[src/rtl/opm_regs.svh]
// register offsets, field positions, reset values and timing counts
`ifndef OPM_REGS_SVH
`define OPM_REGS_SVH

// ==========================================================
// register byte addresses
`define OPM_PORT1_WAKE_ENABLE_ADDR 8'hc0
`define OPM_OSC_MODE_ADDR          8'hca
`define OPM_STATUS_ADDR            8'hd0
`define OPM_TIMER_CTRL_ADDR        8'hd4

// ==========================================================
// oscillator mode register fields
`define OPM_FAST_HALT_BIT   1
`define OPM_SLOW_SEL_BIT    2
`define OPM_PD_REQ_BIT      3
`define OPM_GREEN_REQ_BIT   4

// timer control register fields
`define OPM_BT_RUN_BIT      0
`define OPM_ET0_RUN_BIT     1
`define OPM_ADC_RUN_BIT     2

// ==========================================================
// reset values
`define OPM_P1W_RESET       8'h00
`define OPM_OSC_RESET       8'h00

// ==========================================================
// warm-up counts in fast clock periods
`define OPM_WARM_XTAL       12'h800
`define OPM_WARM_RC         12'h020

// slowest prescale option
`define OPM_DIV_MAX         8'h80

`endif

[src/rtl/opm_pkg.sv]
// types for the operating mode and wake control block
package opm_pkg;

  // cpu mode field encoding
  typedef enum logic [1:0] {
    OPM_CPU_NORMAL = 2'b00,
    OPM_CPU_PDOWN  = 2'b01,
    OPM_CPU_GREEN  = 2'b10,
    OPM_CPU_RSVD   = 2'b11
  } opm_cpu_mode_type;

  // controller state
  typedef enum logic [2:0] {
    OPM_ST_NORMAL = 3'b000,
    OPM_ST_SLOW   = 3'b001,
    OPM_ST_PDOWN  = 3'b010,
    OPM_ST_WARM   = 3'b011,
    OPM_ST_GREEN  = 3'b100,
    OPM_ST_HALT   = 3'b101
  } opm_state_type;

  // high clock build option
  typedef enum logic [1:0] {
    OPM_OSC_XTAL  = 2'b00,
    OPM_OSC_RC    = 2'b01,
    OPM_OSC_IRC   = 2'b10,
    OPM_OSC_IRTC  = 2'b11
  } opm_osc_kind_type;

  // clock source for the system clock mux
  typedef enum logic [1:0] {
    OPM_SRC_NONE = 2'b00,
    OPM_SRC_FAST = 2'b01,
    OPM_SRC_SLOW = 2'b10
  } opm_src_type;

endpackage

[src/rtl/opm_ctrl.sv]
// operating mode, oscillator gating and wake control
// Summary of operation
// - after reset start in normal, fast clock
// - slow select one picks slow rc clock
// - slow mode alone never halts fast oscillator
// - slow instruction clock uses shared divider option
// - powerdown request halts execution
// - powerdown stops all oscillators and peripherals
// - powerdown wake clears powerdown request
// - powerdown wake always returns to normal
// - fast halt in normal acts as powerdown
// - green request halts cpu, clock stays
// - green wake clears green request
// - green wake returns to prior mode
// - basic timer overflow or port1 wakes green
// - pwm runs in green, ext timers no wake
// - timers and adc run only when enabled
// - crystal option waits 2048 fast clocks
// - rc options wait 32 fast clocks
// - green wake has no warm-up
// - write-only port1 wake enable, reset zero
// - either edge on enabled pin wakes
// - rtc option keeps crystal while fast halted
// - mode field: normal, powerdown, green, reserved
// - fast halt in slow mode stops fast osc, slow runs
`timescale 1ns/1ns
`include "opm_regs.svh"

module opm_ctrl
  import opm_pkg::*;
#(
  parameter opm_osc_kind_type OSC_KIND  = OPM_OSC_XTAL, // build option
  parameter logic [7:0]       DIV_SEL   = 8'h04         // 1..128 prescale
) (
  input  wire logic        mclk,
  input  wire logic        sys_rst,
  // axi4-lite slave
  input  wire logic [7:0]  s_axi_awaddr,
  input  wire logic        s_axi_awvalid,
  output logic             s_axi_awready,
  input  wire logic [31:0] s_axi_wdata,
  input  wire logic [3:0]  s_axi_wstrb,
  input  wire logic        s_axi_wvalid,
  output logic             s_axi_wready,
  output logic [1:0]       s_axi_bresp,
  output logic             s_axi_bvalid,
  input  wire logic        s_axi_bready,
  input  wire logic [7:0]  s_axi_araddr,
  input  wire logic        s_axi_arvalid,
  output logic             s_axi_arready,
  output logic [31:0]      s_axi_rdata,
  output logic [1:0]       s_axi_rresp,
  output logic             s_axi_rvalid,
  input  wire logic        s_axi_rready,
  // wake sources and boundary
  input  wire logic [7:0]  port1_pins,
  input  wire logic        basic_timer_ovf,
  input  wire logic        insn_boundary,
  input  wire logic        fast_ticks,
  // controls out
  output logic             fast_osc_en,
  output logic             rtc_xtal_en,
  output logic             slow_osc_en,
  output logic [1:0]       sysclk_sel,
  output logic             cpu_run,
  output logic             insn_tick,
  output logic             basic_timer_en,
  output logic             ext_timer_zero_en,
  output logic             adc_en,
  output logic             pwm_en
);

  // ==========================================================
  // register state
  logic [7:0]    port1_wake_enable_reg; // write only, steers wake
  logic          fast_osc_halt_reg;
  logic          slow_clock_select_reg;
  logic          powerdown_request_reg;
  logic          green_request_reg;
  logic [2:0]    timer_ctrl_reg;        // basic, ext0, adc run bits
  opm_state_type state_reg;             // mode controller
  logic          green_from_slow_reg;   // mode to return to
  logic [11:0]   warm_cnt_reg;          // warm-up counter
  logic [7:0]    port1_prev_reg;        // last pin sample
  logic [7:0]    div_cnt_reg;           // shared prescaler

  // bus handshake state
  logic          aw_held_reg;
  logic          w_held_reg;
  logic [7:0]    aw_addr_reg;
  logic [31:0]   w_data_reg;
  logic          w_lane0_reg;

  // ==========================================================
  // decode helpers
  function automatic logic is_idle(input opm_state_type s);
    is_idle = (s == OPM_ST_PDOWN) || (s == OPM_ST_GREEN) ||
              (s == OPM_ST_HALT);
  endfunction

  function automatic logic addr_hit(input logic [7:0] a);
    addr_hit = (a == `OPM_PORT1_WAKE_ENABLE_ADDR) ||
               (a == `OPM_OSC_MODE_ADDR) ||
               (a == `OPM_STATUS_ADDR) ||
               (a == `OPM_TIMER_CTRL_ADDR);
  endfunction

  // ==========================================================
  // wake detection
  logic [7:0] pin_change;
  logic       port1_wake;
  logic       wake_any;
  logic       do_write;
  logic [11:0] warm_target;

  // either edge on an enabled pin
  assign pin_change = (port1_pins ^ port1_prev_reg) &
                      port1_wake_enable_reg;
  assign port1_wake = |pin_change;
  // basic timer wakes green only, extended timers are not wired in
  assign wake_any   = port1_wake ||
                      ((state_reg == OPM_ST_GREEN) && basic_timer_ovf &&
                       timer_ctrl_reg[`OPM_BT_RUN_BIT]);
  // crystal vs rc warm-up length
  assign warm_target = (OSC_KIND == OPM_OSC_XTAL) ?
                       `OPM_WARM_XTAL : `OPM_WARM_RC;

  // a write lands when both halves are held and response slot is free
  assign do_write = aw_held_reg && w_held_reg && !s_axi_bvalid;

  // ==========================================================
  // pin history, kept even while idle so a change is seen
  always_ff @(posedge mclk) begin
    if (sys_rst) begin
      port1_prev_reg <= 8'h00;
    end else begin
      port1_prev_reg <= port1_pins;
    end
  end

  // ==========================================================
  // axi write address and data capture, any order
  always_ff @(posedge mclk) begin
    if (sys_rst) begin
      aw_held_reg   <= 1'b0;
      w_held_reg    <= 1'b0;
      aw_addr_reg   <= 8'h00;
      w_data_reg    <= 32'h0000_0000;
      w_lane0_reg   <= 1'b0;
      s_axi_awready <= 1'b0;
      s_axi_wready  <= 1'b0;
    end else begin
      // ready is a one-cycle pulse on acceptance
      s_axi_awready <= s_axi_awvalid && !aw_held_reg && !s_axi_awready;
      s_axi_wready  <= s_axi_wvalid && !w_held_reg && !s_axi_wready;
      if (s_axi_awvalid && s_axi_awready) begin
        aw_held_reg <= 1'b1;
        aw_addr_reg <= s_axi_awaddr;
      end else if (do_write) begin
        aw_held_reg <= 1'b0;
      end
      if (s_axi_wvalid && s_axi_wready) begin
        w_held_reg  <= 1'b1;
        w_data_reg  <= s_axi_wdata;
        w_lane0_reg <= s_axi_wstrb[0];
      end else if (do_write) begin
        w_held_reg <= 1'b0;
      end
    end
  end

  // ==========================================================
  // write response, decerr on unmapped address
  always_ff @(posedge mclk) begin
    if (sys_rst) begin
      s_axi_bvalid <= 1'b0;
      s_axi_bresp  <= 2'b00;
    end else if (do_write) begin
      s_axi_bvalid <= 1'b1;
      s_axi_bresp  <= addr_hit(aw_addr_reg) ? 2'b00 : 2'b11;
    end else if (s_axi_bready) begin
      s_axi_bvalid <= 1'b0;
    end
  end

  // ==========================================================
  // port1 wake enable and timer control registers
  always_ff @(posedge mclk) begin
    if (sys_rst) begin
      port1_wake_enable_reg <= `OPM_P1W_RESET;
      timer_ctrl_reg        <= 3'b000;
    end else if (do_write && w_lane0_reg) begin
      if (aw_addr_reg == `OPM_PORT1_WAKE_ENABLE_ADDR) begin
        port1_wake_enable_reg <= w_data_reg[7:0];
      end
      if (aw_addr_reg == `OPM_TIMER_CTRL_ADDR) begin
        timer_ctrl_reg <= w_data_reg[2:0];
      end
    end
  end

  // ==========================================================
  // oscillator mode register: software writes, hardware clears
  // the idle requests on wake; writes arriving while idle are dropped
  logic osc_wr;
  assign osc_wr = do_write && w_lane0_reg &&
                  (aw_addr_reg == `OPM_OSC_MODE_ADDR);

  always_ff @(posedge mclk) begin
    if (sys_rst) begin
      fast_osc_halt_reg     <= 1'b0;
      slow_clock_select_reg <= 1'b0;
      powerdown_request_reg <= 1'b0;
      green_request_reg     <= 1'b0;
    end else begin
      if (osc_wr && !is_idle(state_reg)) begin
        fast_osc_halt_reg     <= w_data_reg[`OPM_FAST_HALT_BIT];
        slow_clock_select_reg <= w_data_reg[`OPM_SLOW_SEL_BIT];
        powerdown_request_reg <= w_data_reg[`OPM_PD_REQ_BIT];
        green_request_reg     <= w_data_reg[`OPM_GREEN_REQ_BIT];
      end else if (is_idle(state_reg) && wake_any) begin
        if (state_reg != OPM_ST_GREEN) begin
          powerdown_request_reg <= 1'b0;
          slow_clock_select_reg <= 1'b0;
          fast_osc_halt_reg     <= 1'b0;
        end else begin
          green_request_reg <= 1'b0;
        end
      end
    end
  end

  // ==========================================================
  // mode controller; requests act only at an instruction boundary
  always_ff @(posedge mclk) begin
    if (sys_rst) begin
      state_reg           <= OPM_ST_NORMAL;
      green_from_slow_reg <= 1'b0;
      warm_cnt_reg        <= 12'h000;
    end else begin
      unique case (state_reg)
        OPM_ST_NORMAL, OPM_ST_SLOW: begin
          if (insn_boundary && !osc_wr) begin
            if (powerdown_request_reg) begin
              state_reg <= OPM_ST_PDOWN;
            end else if (green_request_reg) begin
              green_from_slow_reg <= (state_reg == OPM_ST_SLOW);
              state_reg <= OPM_ST_GREEN;
            end else if (fast_osc_halt_reg &&
                         !slow_clock_select_reg) begin
              state_reg <= OPM_ST_HALT;
            end else if (slow_clock_select_reg) begin
              state_reg <= OPM_ST_SLOW;
            end else begin
              state_reg <= OPM_ST_NORMAL;
            end
          end
        end
        OPM_ST_PDOWN, OPM_ST_HALT: begin
          if (wake_any) begin
            warm_cnt_reg <= 12'h000;
            state_reg    <= OPM_ST_WARM;
          end
        end
        OPM_ST_WARM: begin
          if (fast_ticks) begin
            if (warm_cnt_reg == warm_target - 12'h001) begin
              state_reg <= OPM_ST_NORMAL;
            end else begin
              warm_cnt_reg <= warm_cnt_reg + 12'h001;
            end
          end
        end
        OPM_ST_GREEN: begin
          if (wake_any) begin
            state_reg <= green_from_slow_reg ?
                         OPM_ST_SLOW : OPM_ST_NORMAL;
          end
        end
        default: begin
          state_reg <= OPM_ST_NORMAL;
        end
      endcase
    end
  end

  // ==========================================================
  // shared prescaler: one instruction tick per DIV_SEL source clocks
  always_ff @(posedge mclk) begin
    if (sys_rst) begin
      div_cnt_reg <= 8'h00;
      insn_tick   <= 1'b0;
    end else if (cpu_run) begin
      if (div_cnt_reg >= DIV_SEL - 8'h01) begin
        div_cnt_reg <= 8'h00;
        insn_tick   <= 1'b1;
      end else begin
        div_cnt_reg <= div_cnt_reg + 8'h01;
        insn_tick   <= 1'b0;
      end
    end else begin
      div_cnt_reg <= 8'h00;
      insn_tick   <= 1'b0;
    end
  end

  // ==========================================================
  // oscillator enables and clock select, all registered
  opm_state_type st;
  logic          slow_src; // slow rc is feeding the system clock
  assign st       = state_reg;
  assign slow_src = (st == OPM_ST_SLOW) ||
                    (st == OPM_ST_GREEN && green_from_slow_reg);

  always_ff @(posedge mclk) begin
    if (sys_rst) begin
      fast_osc_en <= 1'b1;
      rtc_xtal_en <= 1'b1;
      slow_osc_en <= 1'b1;
      sysclk_sel  <= OPM_SRC_FAST;
      cpu_run     <= 1'b1;
    end else begin
      // fast osc stops on powerdown, or on the halt bit once it no
      // longer feeds the system clock; in normal the halt bit waits
      // for the halt state so the cpu never runs on a dead source
      fast_osc_en <= !(st == OPM_ST_PDOWN || st == OPM_ST_HALT) &&
                     !(fast_osc_halt_reg && slow_src);
      // rtc crystal only follows powerdown, not the halt bit
      rtc_xtal_en <= (OSC_KIND == OPM_OSC_IRTC) &&
                     (st != OPM_ST_PDOWN);
      slow_osc_en <= !(st == OPM_ST_PDOWN || st == OPM_ST_HALT);
      if (slow_src) begin
        sysclk_sel <= OPM_SRC_SLOW;
      end else if (st == OPM_ST_PDOWN || st == OPM_ST_HALT) begin
        sysclk_sel <= OPM_SRC_NONE;
      end else begin
        sysclk_sel <= OPM_SRC_FAST;
      end
      cpu_run <= (st == OPM_ST_NORMAL || st == OPM_ST_SLOW);
    end
  end

  // ==========================================================
  // peripheral run gates, off in powerdown
  always_ff @(posedge mclk) begin
    if (sys_rst) begin
      basic_timer_en    <= 1'b0;
      ext_timer_zero_en <= 1'b0;
      adc_en            <= 1'b0;
      pwm_en            <= 1'b0;
    end else begin
      basic_timer_en    <= timer_ctrl_reg[`OPM_BT_RUN_BIT] &&
                           !is_off(st);
      ext_timer_zero_en <= timer_ctrl_reg[`OPM_ET0_RUN_BIT] &&
                           !is_off(st);
      adc_en            <= timer_ctrl_reg[`OPM_ADC_RUN_BIT] &&
                           !is_off(st);
      pwm_en            <= timer_ctrl_reg[`OPM_ET0_RUN_BIT] &&
                           !is_off(st);
    end
  end

  // states that gate peripherals: no clock, or the warm-up wait
  function automatic logic is_off(input opm_state_type s);
    is_off = (s == OPM_ST_PDOWN) || (s == OPM_ST_HALT) ||
             (s == OPM_ST_WARM);
  endfunction

  // ==========================================================
  // axi read channel; wake enable reads zero, it is write only
  always_ff @(posedge mclk) begin
    if (sys_rst) begin
      s_axi_arready <= 1'b0;
      s_axi_rvalid  <= 1'b0;
      s_axi_rdata   <= 32'h0000_0000;
      s_axi_rresp   <= 2'b00;
    end else begin
      s_axi_arready <= s_axi_arvalid && !s_axi_arready && !s_axi_rvalid;
      if (s_axi_arvalid && s_axi_arready) begin
        s_axi_rvalid <= 1'b1;
        s_axi_rresp  <= addr_hit(s_axi_araddr) ? 2'b00 : 2'b11;
        unique case (s_axi_araddr)
          `OPM_OSC_MODE_ADDR: s_axi_rdata <= {27'h000_0000,
              green_request_reg, powerdown_request_reg,
              slow_clock_select_reg, fast_osc_halt_reg, 1'b0};
          `OPM_STATUS_ADDR:   s_axi_rdata <= {28'h000_0000,
              green_from_slow_reg, state_reg};
          `OPM_TIMER_CTRL_ADDR: s_axi_rdata <= {29'h0000_0000,
              timer_ctrl_reg};
          default:            s_axi_rdata <= 32'h0000_0000;
        endcase
      end else if (s_axi_rready) begin
        s_axi_rvalid <= 1'b0;
      end
    end
  end

endmodule // opm_ctrl

[config.mk]
export PLATFORM = sky130hd
export DESIGN_NAME = opm_ctrl
export DESIGN_NICKNAME = d
export VERILOG_FILES = /design/src/rtl/opm_pkg.sv /design/src/rtl/opm_ctrl.sv
export VERILOG_INCLUDE_DIRS = /design/src /design/src/rtl
export SDC_FILE = /design/constraint.sdc
export NUM_CORES = 1
export LEC_CHECK = 0
export BUFFER_PORTS_ARGS = -buffer_cell sky130_fd_sc_hd__buf_2
export CORE_MARGIN = 1
export CORE_UTILIZATION = 45
export CTS_BUF_LIST = sky130_fd_sc_hd__clkbuf_8 sky130_fd_sc_hd__clkbuf_16
export DETAILED_ROUTE_END_ITERATION = 8
export HOLD_SLACK_MARGIN = 0.05
export PLACE_DENSITY = 0.78
export SYNTH_ARGS = -nofsm -noshare
export SYNTH_HDL_FRONTEND = slang
export SYNTH_SLANG_ARGS = --single-unit
[constraint.sdc]
create_clock -name mclk -period 2.19 [get_ports mclk]
set_input_delay 0 -clock mclk [delete_from_list [all_inputs] [get_ports mclk]]
set_output_delay 0 -clock mclk [all_outputs]
set_load 0.02 [all_outputs]
==> run summary, run 1 <==
The flow ran to the end, and the final reports show no timing, DRC or antenna violations. The count of cells along the worst hold path is 4. The power density over the cells came out at about 630 nW/um^2. The slack of the worst reg-to-reg path is between 200 and 300 ps. Max-cap violations in this run came to 0. The number of hold buffers added after cts is 40. Fill cells in the final layout number 771. The count of final max-slew check failures is 0.

Each instance of the synthesized netlist takes up on average 8.689 sq um. STA puts the critical path data arrival time at around 2200 ps. The number of DRC violations after detailed-routing iteration 0 came out at 170. The post-route antenna net violation count is 0.

For this run the aggregate overflow at the end of global routing stands at 0. The post-synthesis cell type count came out at just under 60. The worst setup path is of the reg2reg kind. Synthesis inferred ~90 register bits. The critical path data required time is 2450 ps. The final critical path takes up between 80 and 90% of the cycle. In this run the critical register-to-register path is launched from st[2].

Measured against its own limit, the worst slew margin works out to around half. The leakage power figure came out at roughly 1.9 nW. The die span in x came out at 95.01 microns. The first global-routing pass estimated ~14 mm of wire. The HPWL after detailed placement came out at 5.704 mm.

Across all layers, the routed design uses about 3400 vias. The count of standard-cell rows is 33. The sequential area share after synthesis is ~45%. The instance count of the mapped netlist is 448. The count of cells resized by post-cts repair came out at 0. For this run, design rule violations remaining after detail routing come to 0.

The wire length after detailed routing is a little over 8 mm. Counting tap cells, the placed design contains a total of approximately 610 instances. The first TritonRoute pass finished after 4 iterations.

For the worst flop-to-flop path, the logic depth is 5. By instance count, the leading cell after synthesis is dfxtp_1. The share of synthesized area in the top cell type comes to ~45%. The via count normalized by instance count came out at 5.086. The minimum clock period after layout came out at between 1500 and 2000 ps.

The floorplan step set the die height to 95.01 microns. The number of setup buffers added after CTS came out at 0. In this run the number of H-tree levels came out at 3. The endpoint of the lowest-slack register-to-register path is warm_cnt_reg[2].

The non-filler instance count after layout is approximately 670. Of all cell types, the one taking the most synthesized area is dfxtp_1. The final estimated routing congestion in global placement came out at between 0.8 and 0.9.

The register with the most flip-flops in the layout has 12 of them. The clock tree from TritonCTS is built. The number of global-route vias before repair came out at around 3200. From synthesis to final layout, the design area changed by 23.08%.

For hold timing, the worst endpoint is green_from_slow_reg. The number of warnings reported in the yosys synthesis log is 0. The global-route usage over all layers is approximately a fifth. STA classifies the critical path startpoint as a flip-flop. The clock drives ~90 sinks. The number of nets in the layout is roughly 630. The die outline area came out at ~9000 sq um.

Clock-pin slew was measured on the worst setup and hold paths at approximately 80 ps. The aggregate negative setup slack came out at 0 ps. The design draws about 3.0 mW.

For the pin with the worst max-slew slack, the measured transition is roughly 740 ps. The total area inside the core boundary comes to approximately 8300 sq um. The final hold violation count came to 0. The later-pin clock latency in the skew report came out at between 300 and 400 ps. The number of buffers created by CTS is 9.

Summing all multi-input logic gate instances after layout gives between 1500 and 2000 sq um. The total area of sequential cells is around 1800 sq um. The worst min-delay path class is in2reg. By count the netlist is led by 88 x dfxtp_1, 66 x nand2_1, 47 x a21oi_1, 30 x buf_4, 24 x nor2_1. The proportion of layout cells with a drive suffix above 1 is about 18%. The total setup violations reported at the end of the flow is 0. The initial cell density of the core came out at about 47%. The number of synthesized flops with an enable pin is 0. The worst setup path is captured at a flip-flop.

Yosys attributes the largest share of cell area to dfxtp_1 45%, nand2_1 6.4%, a21oi_1 6.0%, buf_4 5.8%, nand3_1 2.4%. For this run, the top clock speed supported by timing is ~0.52 GHz. Setup repair after global routing left no endpoint under its margin. The cell at the root of the clock tree is clkbuf_8.

Of all nets on the critical path, the largest fanout is 16. In the synthesized netlist the dominant register cell turns out to be dfxtp_1. The buffer depth of the longest clock path is 2. The average wire per cell in the routed design is ~13 microns. The setup skew after layout is approximately 7.3 ps. The number of top-level pins came out at ~120. The antenna cell count came out at 0.

The number of port buffers came out at 67. The maximum ir drop on the vdd rail came out at 0.0003128 V. The maximum number of pins on one net before global-route repair is 42. The number of antenna violations at the first check in global routing is 0. The post-synthesis cell area came out at a little under 4000 sq um. The fraction of synthesis flops using an asynchronous set or reset pin came out at 0%. In this run the most critical hold path is launched from insn_boundary.
through the flow:
| stage | instance area, sq um | hold slack (ps) | setup slack, ps | util, % |
|---|---|---|---|---|
| detailed placement | 4185 | 248.6 | 288.2 | 50.43 |
| CTS | 4791 | 66.43 | 261.0 | 57.73 |
| finish | 4791 | 82.65 | 263.8 | 57.73 |
| global placement | 4185 | 240.8 | 357.5 | 50.43 |
| floorplan | 4013 | 27.72 | 511.8 | - |
| global route | 4791 | 82.78 | 39.59 | 57.73 |
how the worst max path moves through the flow:
stage	startpoint	endpoint	cells after the start
finish	st[2]	warm_cnt_reg[2]	5
global route	warm_cnt_reg[0]	warm_cnt_reg[2]	5
CTS	st[2]	warm_cnt_reg[2]	5
detailed placement	st[2]	warm_cnt_reg[2]	5
global placement	st[2]	warm_cnt_reg[2]	5
floorplan	warm_cnt_reg[0]	st[1]	6
critical path, cell delays in order (launching register included):
cell and delay, ps:
dfxtp_1 630, nor3b_1 160, nor2_1 210, a41o_1 290, nand2_1 230, a311oi_1 320
layout make-up:
cell class	count	share of cell area (%)
Sequential cell	88	36.77
Tap cell	105	2.742
Inverter	11	0.8618
Timing Repair Buffer	113	16.30
Clock inverter	6	1.410
Multi-Input combinational cell	332	39.04
Clock buffer	10	2.873
cells in the final DEF (no fill, tap or decap), drive strengths merged, types with 9 or more instances in the layout:
cell type	count
dfxtp	88
buf	73
nand2	66
a21oi	47
dlygate4sd3	40
conb	33
nor2	24
nand3	19
o21ai	15
inv	12
nor2b	11
clkbuf	10
and2	9
nand4	9
where the power goes:
part / switching (mW) / internal (mW)
combinational: 0.144 / 0.111
sequential: 0.0223 / 1.63
clock: 0.558 / 0.562
total: 0.724 / 2.31
routing by layer:
metal  track usage (%)  up-vias  part of all wire, %
li1                  -     1726                    -
met5                 0        -                    0
met2             33.03       97                   47
met4             5.808        0                  1.2
met3             4.911        9                  5.6
met1             26.08     1550                   46
kinds of logic after synthesis:
kind of cell	count (synthesis)	share of synthesized area [%]
adder cells (fa/ha/maj)	2	0.6428
buffers and inverters	60	9.772
multiplexers	5	1.286
AO/OA/AOI/OAI	105	17.58
AND/OR/NAND/NOR	179	23.56
flip-flops	88	45.26
other	1	0.09634
XOR/XNOR	8	1.800
No activity file was read; power rests on OpenSTA's default activity.
==> run 2: changes to the inputs <==
--- a/config.mk
+++ b/config.mk
@@ -9,7 +9,7 @@
 export BUFFER_PORTS_ARGS = -buffer_cell sky130_fd_sc_hd__buf_2
 export CORE_MARGIN = 1
 export CORE_UTILIZATION = 45
-export CTS_BUF_LIST = sky130_fd_sc_hd__clkbuf_8 sky130_fd_sc_hd__clkbuf_16
+export CTS_BUF_LIST = sky130_fd_sc_hd__clkbuf_4
 export DETAILED_ROUTE_END_ITERATION = 8
 export HOLD_SLACK_MARGIN = 0.05
 export PLACE_DENSITY = 0.78
==> run summary, run 2 (synthesis gave the netlist of run 1 again) <==
The leakage power figure came to 1.927 nW (+2.8%). The area taken by multi-input logic gates is 1871 sq um (unchanged). The max-capacitance violation count came out at 0 (unchanged). The most numerous cell type found on the critical path is dlygate4sd3_1.

The number of nets in the layout came to 642 (+2.4%). The largest fanout on the critical path came to 9 (-7). Traced cell by cell, the critical path runs through and2_1 -> nand2_1 -> dlygate4sd3_1 -> a21oi_1 -> dlygate4sd3_1. The number of global-route vias before repair was 3254 (+3.2%).

The library cells used most frequently in the layout, excluding fill and tap cells, are 88 x dfxtp_1, 66 x nand2_1, 66 x buf_2. STA classifies the critical path startpoint as a flip-flop. The ratio of final minimum period to clock period is 92.70% (+4.7 points).

The peak clock frequency supported by timing is 0.4926 GHz (-5.1%). The number of antenna violations at the first check in global routing was 0 (unchanged). The maximum number of pins on one net before global-route repair is 42 (unchanged). The die span in x came out at 95.01 microns (unchanged). The aggregate negative setup slack is 0 ps (unchanged). The number of placed instances, taps included came to 609 (unchanged). The number of port buffers is 67 (unchanged).

The number of DRC violations after detailed-routing iteration 0 is 169 (-0.59%). The number of buffers and inverters on the critical path came to 2 (+2). The normalized max-slew margin came to 51.41% (+0.56 points). The tree is rooted in a clkbuf_4. The minimum clock period after layout is 2030 ps (+103.9 ps).

The die outline height is 95.01 microns (unchanged). The post-route DRC violation count is 0 (unchanged). The buffer depth of the longest clock path came out at 2 (unchanged). The die outline area came out at 9026 sq um (unchanged). The worst min-delay path class is in2reg. The number of setup buffers added after CTS is 0 (unchanged).

The critical path data required time came out at 2580 ps (+130 ps). The standard cell with the maximum stage delay on the critical path is dlygate4sd3_1. The slew of the pin with the lowest slew margin is 728.9 ps (-8.330 ps). The routing usage on met2 is 34.53% (+1.5 points).

The non-filler instance count after layout came out at 680 (+2.3%). The kind of end point of the critical path is a flip-flop. The final hold violation count was 0 (unchanged). The HPWL after detailed placement came out at 5.704 mm (unchanged).

The wire length of the first global-routing pass came out at 14.70 mm (+2.9%). The global routing usage on met1 came out at 26.49% (+0.41 points). The worst setup path is of the reg2reg kind.

The maximum ir drop on the vdd rail is 0.0002760 V (-12%). The final estimated routing congestion in global placement is 0.8359 (unchanged). The total setup violations reported at the end of the flow came to 0 (unchanged). Compared with the post-synthesis result, the final layout area differs by 25.43%. The peak per-stage delay on the critical path came out at 560 ps (-70 ps).

The flow ran to the end, and the final reports show no timing, DRC or antenna violations. The count of final max-slew check failures came out at 0 (unchanged). The initial cell density of the core is 46.90% (unchanged).

The post-route antenna net violation count is 0 (unchanged). The later-pin clock latency in the skew report is 440 ps (+90 ps). The global routing stage identified its most utilized layer as met2. The library cell used most frequently in the layout, excluding fill and tap cells, is dfxtp_1.

The depth of the CTS H-tree was 3 (unchanged). The via count normalized by instance count came out at 5.069 (-0.33%). The clock-pin transition on the worst setup and hold timing paths is 140 ps (+60 ps).

TritonCTS built the clock tree. The area of the core region came out at 8299 sq um (unchanged). The number of top-level pins came out at 122 (unchanged). The cell type group with the largest total delay on the critical path is buffers and inverters. The count of standard-cell rows came out at 33 (unchanged). The met3 demand-to-capacity share in global routing came out at 4.831% (-0.081 points).

The data arrival time of the critical path came out at 2420 ps (+240 ps). The average wire per cell in the routed design was 12.58 microns (+0.57%). The sum of overflow across all layers after global routing came out at 0 (unchanged). The proportion of layout cells with a drive suffix above 1 is 17.57% (-0.83 points).

The clock net sink count is 88 (unchanged). The total area of sequential cells is 1762 sq um (unchanged). Setup repair after global routing left no endpoint under its margin.

The wire length after detailed routing is 8.553 mm (+2.8%). The first-pass detailed-route iteration total was 4 (unchanged). The number of vias in the routed layout came to 3447 (+1.9%). The power density over the cells came out at 579.4 nW/um^2 (-8.4%). The overall power consumption was 2.829 mW (-6.6%). The number of buffers created by CTS is 9 (unchanged). The setup skew after layout was 13.04 ps (+5.704 ps). The number of flip-flops in the largest register is 12 (unchanged). The final-layout worst hold slack was 103.3 ps (+20.70 ps).

The global-route usage over all layers is 20.57% (+0.46 points). The number of fillers in the final layout came out at 762 (-1.2%). The antenna cell count came to 0 (unchanged).
==> run 2: what timing repair did <==
item                       4_1_cts  5_1_grt
hold buffers                    56        0
setup endpoints to repair        0        1
gates resized for setup          0        1
hold endpoints to repair        45        0
==> run 2: final timing paths <==
kind              cells after the start            start        endpoint  slack (ps)
hold / removal                        5  basic_timer_ovf           st[2]         100
setup reg to reg                      5     s_axi_wready   w_data_reg[5]         160
hold reg to reg                       1   div_cnt_reg[0]  div_cnt_reg[0]         440
setup / recovery                      5     s_axi_wready   w_data_reg[5]         160
==> run 2: tightest hold or removal path, cell delays in order <==
cell     delay [ps]
buf_2           110
nand2_1          50
o21ai_0          90
o22a_1          190
nor2_1           70
==> run 2: stage by stage <==
step / utilization (%) / area (sq um) / setup slack [ps]
2_1_floorplan: - / 4013 / 511.8
3_3_place_gp: 50.43 / 4185 / 357.5
3_5_place_dp: 50.43 / 4185 / 288.2
4_1_cts: 58.86 / 4885 / 40.86
5_1_grt: 58.83 / 4882 / 9.951
6_report: 58.83 / 4882 / 159.8
==> run 2: final cells by class <==
type                            instances  area share [%]
Multi-Input combinational cell        332           38.31
Clock buffer                            9           1.384
Tap cell                              105           2.691
Inverter                               11          0.8457
Clock inverter                          7           1.461
Timing Repair Buffer                  128           19.22
Sequential cell                        88           36.08
==> run 2: layer usage <==
metal | vias to the layer above | part of all wire [%]
met5 | - | 0
met4 | 0 | 1.2
met3 | 10 | 5.5
met2 | 106 | 48
met1 | 1578 | 46
li1 | 1753 | -
==> run 2: power breakdown <==
group          switching [mW]  total [mW]  internal [mW]
clock network           0.555       0.902          0.348
logic                   0.146       0.268          0.122
registers              0.0228        1.66           1.64
total                   0.723        2.83           2.11
==> run 3: changes to the inputs <==
--- a/config.mk
+++ b/config.mk
@@ -12,7 +12,7 @@
 export CTS_BUF_LIST = sky130_fd_sc_hd__clkbuf_4
 export DETAILED_ROUTE_END_ITERATION = 8
 export HOLD_SLACK_MARGIN = 0.05
-export PLACE_DENSITY = 0.78
+export PLACE_DENSITY_LB_ADDON = 0.05
 export SYNTH_ARGS = -nofsm -noshare
 export SYNTH_HDL_FRONTEND = slang
 export SYNTH_SLANG_ARGS = --single-unit
==> run summary, run 3 (synthesis gave the netlist of run 1 again) <==
The wire length of the first global-routing pass was 14.26 mm (-3.0%). The average wire per cell in the routed design is 12.85 microns (+2.2%). The placement-stage worst setup slack was 310.0 ps (+21.76 ps). Leaving out fill and tap cells, the most frequent cell in the layout is dfxtp_1.

The number of port buffers was 67 (unchanged). The die outline area came out at 9026 sq um (unchanged). The largest fanout on the critical path came out at 5 (-4). The later-pin clock latency in the skew report came out at 430 ps (about the same).

The post-route DRC violation count is 0 (unchanged). The post-placement cell area is 4200 sq um (+0.36%). The worst setup path is launched from a flip-flop. The area of the core region came to 8299 sq um (unchanged).

The number of antenna violations at the first check in global routing is 0 (unchanged). The minimum clock period after layout was 1941 ps (-89.49 ps). The number of flip-flops in the largest register was 12 (unchanged). The worst hold path terminates at s_axi_rdata[0]. The proportion of layout cells with a drive suffix above 1 came out at 18.20% (+0.63 points). The die span in x came out at 95.01 microns (unchanged).

The sum of overflow across all layers after global routing is 0 (unchanged). The run finished with clean final reports. The slowest stage of the critical path is the o41ai_4 cell. The critical path goes through ha_1 -> inv_1 -> o41ai_4 -> buf_4 -> and2_4 -> o211ai_2 -> a221oi_2.

The leakage power figure is 1.913 nW (-0.69%). The clock-pin transition on the worst setup and hold timing paths came out at 140 ps (about the same). TritonCTS built the clock tree. The aggregate negative setup slack came out at 0 ps (unchanged). The count of standard-cell rows is 33 (unchanged). The number of buffers created by CTS came out at 9 (unchanged). The peak per-stage delay on the critical path came to 440 ps (-120 ps). Leaving out fill and tap cells, the most frequent cells in the layout are 88 x dfxtp_1, 67 x buf_2, 66 x nand2_1. The slack of the worst reg-to-reg path came out at 250 ps (+90 ps).

The number of nets in the layout came out at 644 (+0.31%). The clock net sink count is 88 (unchanged). The max-capacitance violation count came out at 0 (unchanged). The HPWL after detailed placement came to 5.800 mm (+1.7%). The startpoint identified for the worst hold timing path is s_axi_araddr[2]. The startpoint identified for the worst register-to-register timing path is warm_cnt_reg[0].

The post-route antenna net violation count came to 0 (unchanged). The count of cells along the worst hold path came out at 4 (-1). The setup skew after layout is 16.13 ps (+3.093 ps). Setup repair after global routing left no endpoint under its margin. The final estimated routing congestion in global placement is 0.8077 (-3.4%).

The type of the worst setup path is reg2reg. In this run the critical register-to-register path is captured at st[1]. The peak clock frequency supported by timing is 0.5153 GHz (+4.6%). The total non-filler cell area in the finished layout is 4895 sq um (+0.26%). The normalized max-slew margin is 59.04% (+7.6 points). The initial cell density of the core is 46.90% (unchanged). The number of top-level pins is 122 (unchanged). The number of fillers in the final layout is 758 (-0.52%). The buffer depth of the longest clock path came out at 2 (unchanged).

The maximum ir drop on the vdd rail is 0.0003677 V (+33%). The internal power was 2.149 mW (+2.1%). The fraction of power consumed by sequential logic came out at 58.0% (-0.6 points). The global-route usage over all layers came out at 20.50% (-0.072 points). The total setup violations reported at the end of the flow came to 0 (unchanged). The antenna cell count came to 0 (unchanged). The via count normalized by instance count is 5.006 (-1.2%). The depth of the CTS H-tree came out at 3 (unchanged). The power density over the cells came out at 583.9 nW/um^2 (+0.78%).

The die outline height came out at 95.01 microns (unchanged). The share of power burned in the clock network came out at 32.6% (+0.7 points). The ratio of final minimum period to clock period is 88.62% (-4.1 points).

The critical path data required time came out at 2530 ps (-50 ps). The length in cells of the worst reg-to-reg path came to 7 (+2). The final hold violation count came out at 0 (unchanged).

The number of global-route vias before repair is 3180 (-2.3%). The wire length after detailed routing came to 8.764 mm (+2.5%). From synthesis to final layout, the design area changed by 25.75%. The number of vias in the routed layout came out at 3414 (-0.96%). The data arrival time of the critical path came out at 2280 ps (-140 ps). The cell sitting at the root of the clock tree is a clkbuf_4.

The kind of end point of the critical path is a flip-flop. The maximum number of pins on one net before global-route repair is 32 (-24%). The first-pass detailed-route iteration total came to 4 (unchanged).

The switching share of total power was 24.79% (-0.77 points). The number of buffers and inverters on the critical path is 2 (unchanged). The minimum setup slack in the final design came out at 249.3 ps (+89.49 ps). In this run the worst hold path is classified as in2reg.

The cell type group with the largest total delay on the critical path is compound AO/OA/AOI/OAI gates. The count of final max-slew check failures is 0 (unchanged). The logic gate share of total power is 9.4% (about the same).

The slew of the pin with the lowest slew margin is 614.4 ps (-114.5 ps). The number of DRC violations after detailed-routing iteration 0 came out at 145 (-14%). The switching power came to 0.7086 mW (-2.0%).
==> run 3: repair_timing <==
item                                   CTS  global route
endpoints found under the hold margin   44             0
hold buffers                            55             0
gates resized for setup                  0             0
buffers inserted                         0             0
==> run 3: worst max-delay path by stage <==
stage / startpoint / endpoint / slack, ps / depth (start not counted)
global route: st[0] / powerdown_request_reg / 80 / 6
floorplan: warm_cnt_reg[0] / st[1] / 510 / 6
global placement: warm_cnt_reg[0] / st[0] / 330 / 7
detailed placement: warm_cnt_reg[0] / st[1] / 310 / 7
finish: warm_cnt_reg[0] / st[1] / 250 / 7
CTS: warm_cnt_reg[0] / st[1] / 250 / 7
==> run 3: metal layers <==
metal	GRT usage [%]	part of all wire (%)	up-vias
met5	0	0	-
met4	8.460	1.6	0
met3	4.187	4.8	11
met2	33.63	45	108
met1	26.10	48	1531
li1	-	-	1764
==> run 3: through the flow <==
step	util, %	instances	hold slack, ps	total power, mW
global placement	50.61	611	235.2	1.893
floorplan	-	480	27.72	1.868
detailed placement	50.61	611	245.4	1.897
CTS	58.98	682	62.39	2.888
global route	58.98	682	97.91	3.000
finish	58.98	682	79.02	2.858
==> run 3: power groups by stage <==
stage | sequential, mW | clock [mW] | combinational (mW)
final | 1.66 | 0.931 | 0.270
after global routing | 1.66 | 1.04 | 0.297
after CTS | 1.66 | 0.965 | 0.265
after detailed placement | 1.69 | 0 | 0.203
after global placement | 1.69 | 0 | 0.201
after floorplan | 1.70 | 0 | 0.171
==> run 3: cell type report <==
| cell class | instances | area (sq um) | area share (%) |
|---|---|---|---|
| well taps | 105 | 131.4 | 2.684 |
| clock buffers | 12 | 90.09 | 1.840 |
| repair buffers | 130 | 945.9 | 19.33 |
| multi-input cells | 332 | 1871 | 38.22 |
| flip-flops and latches | 88 | 1762 | 35.99 |
| inverters | 11 | 41.29 | 0.8436 |
| clock inverters | 4 | 53.80 | 1.099 |
==> run 3: tightest hold or removal path: cells and delay by family <==
family,cells,cell delay (ps)
mux,1,150
buf+inv,1,140
compound gates,1,60
simple gates,1,120
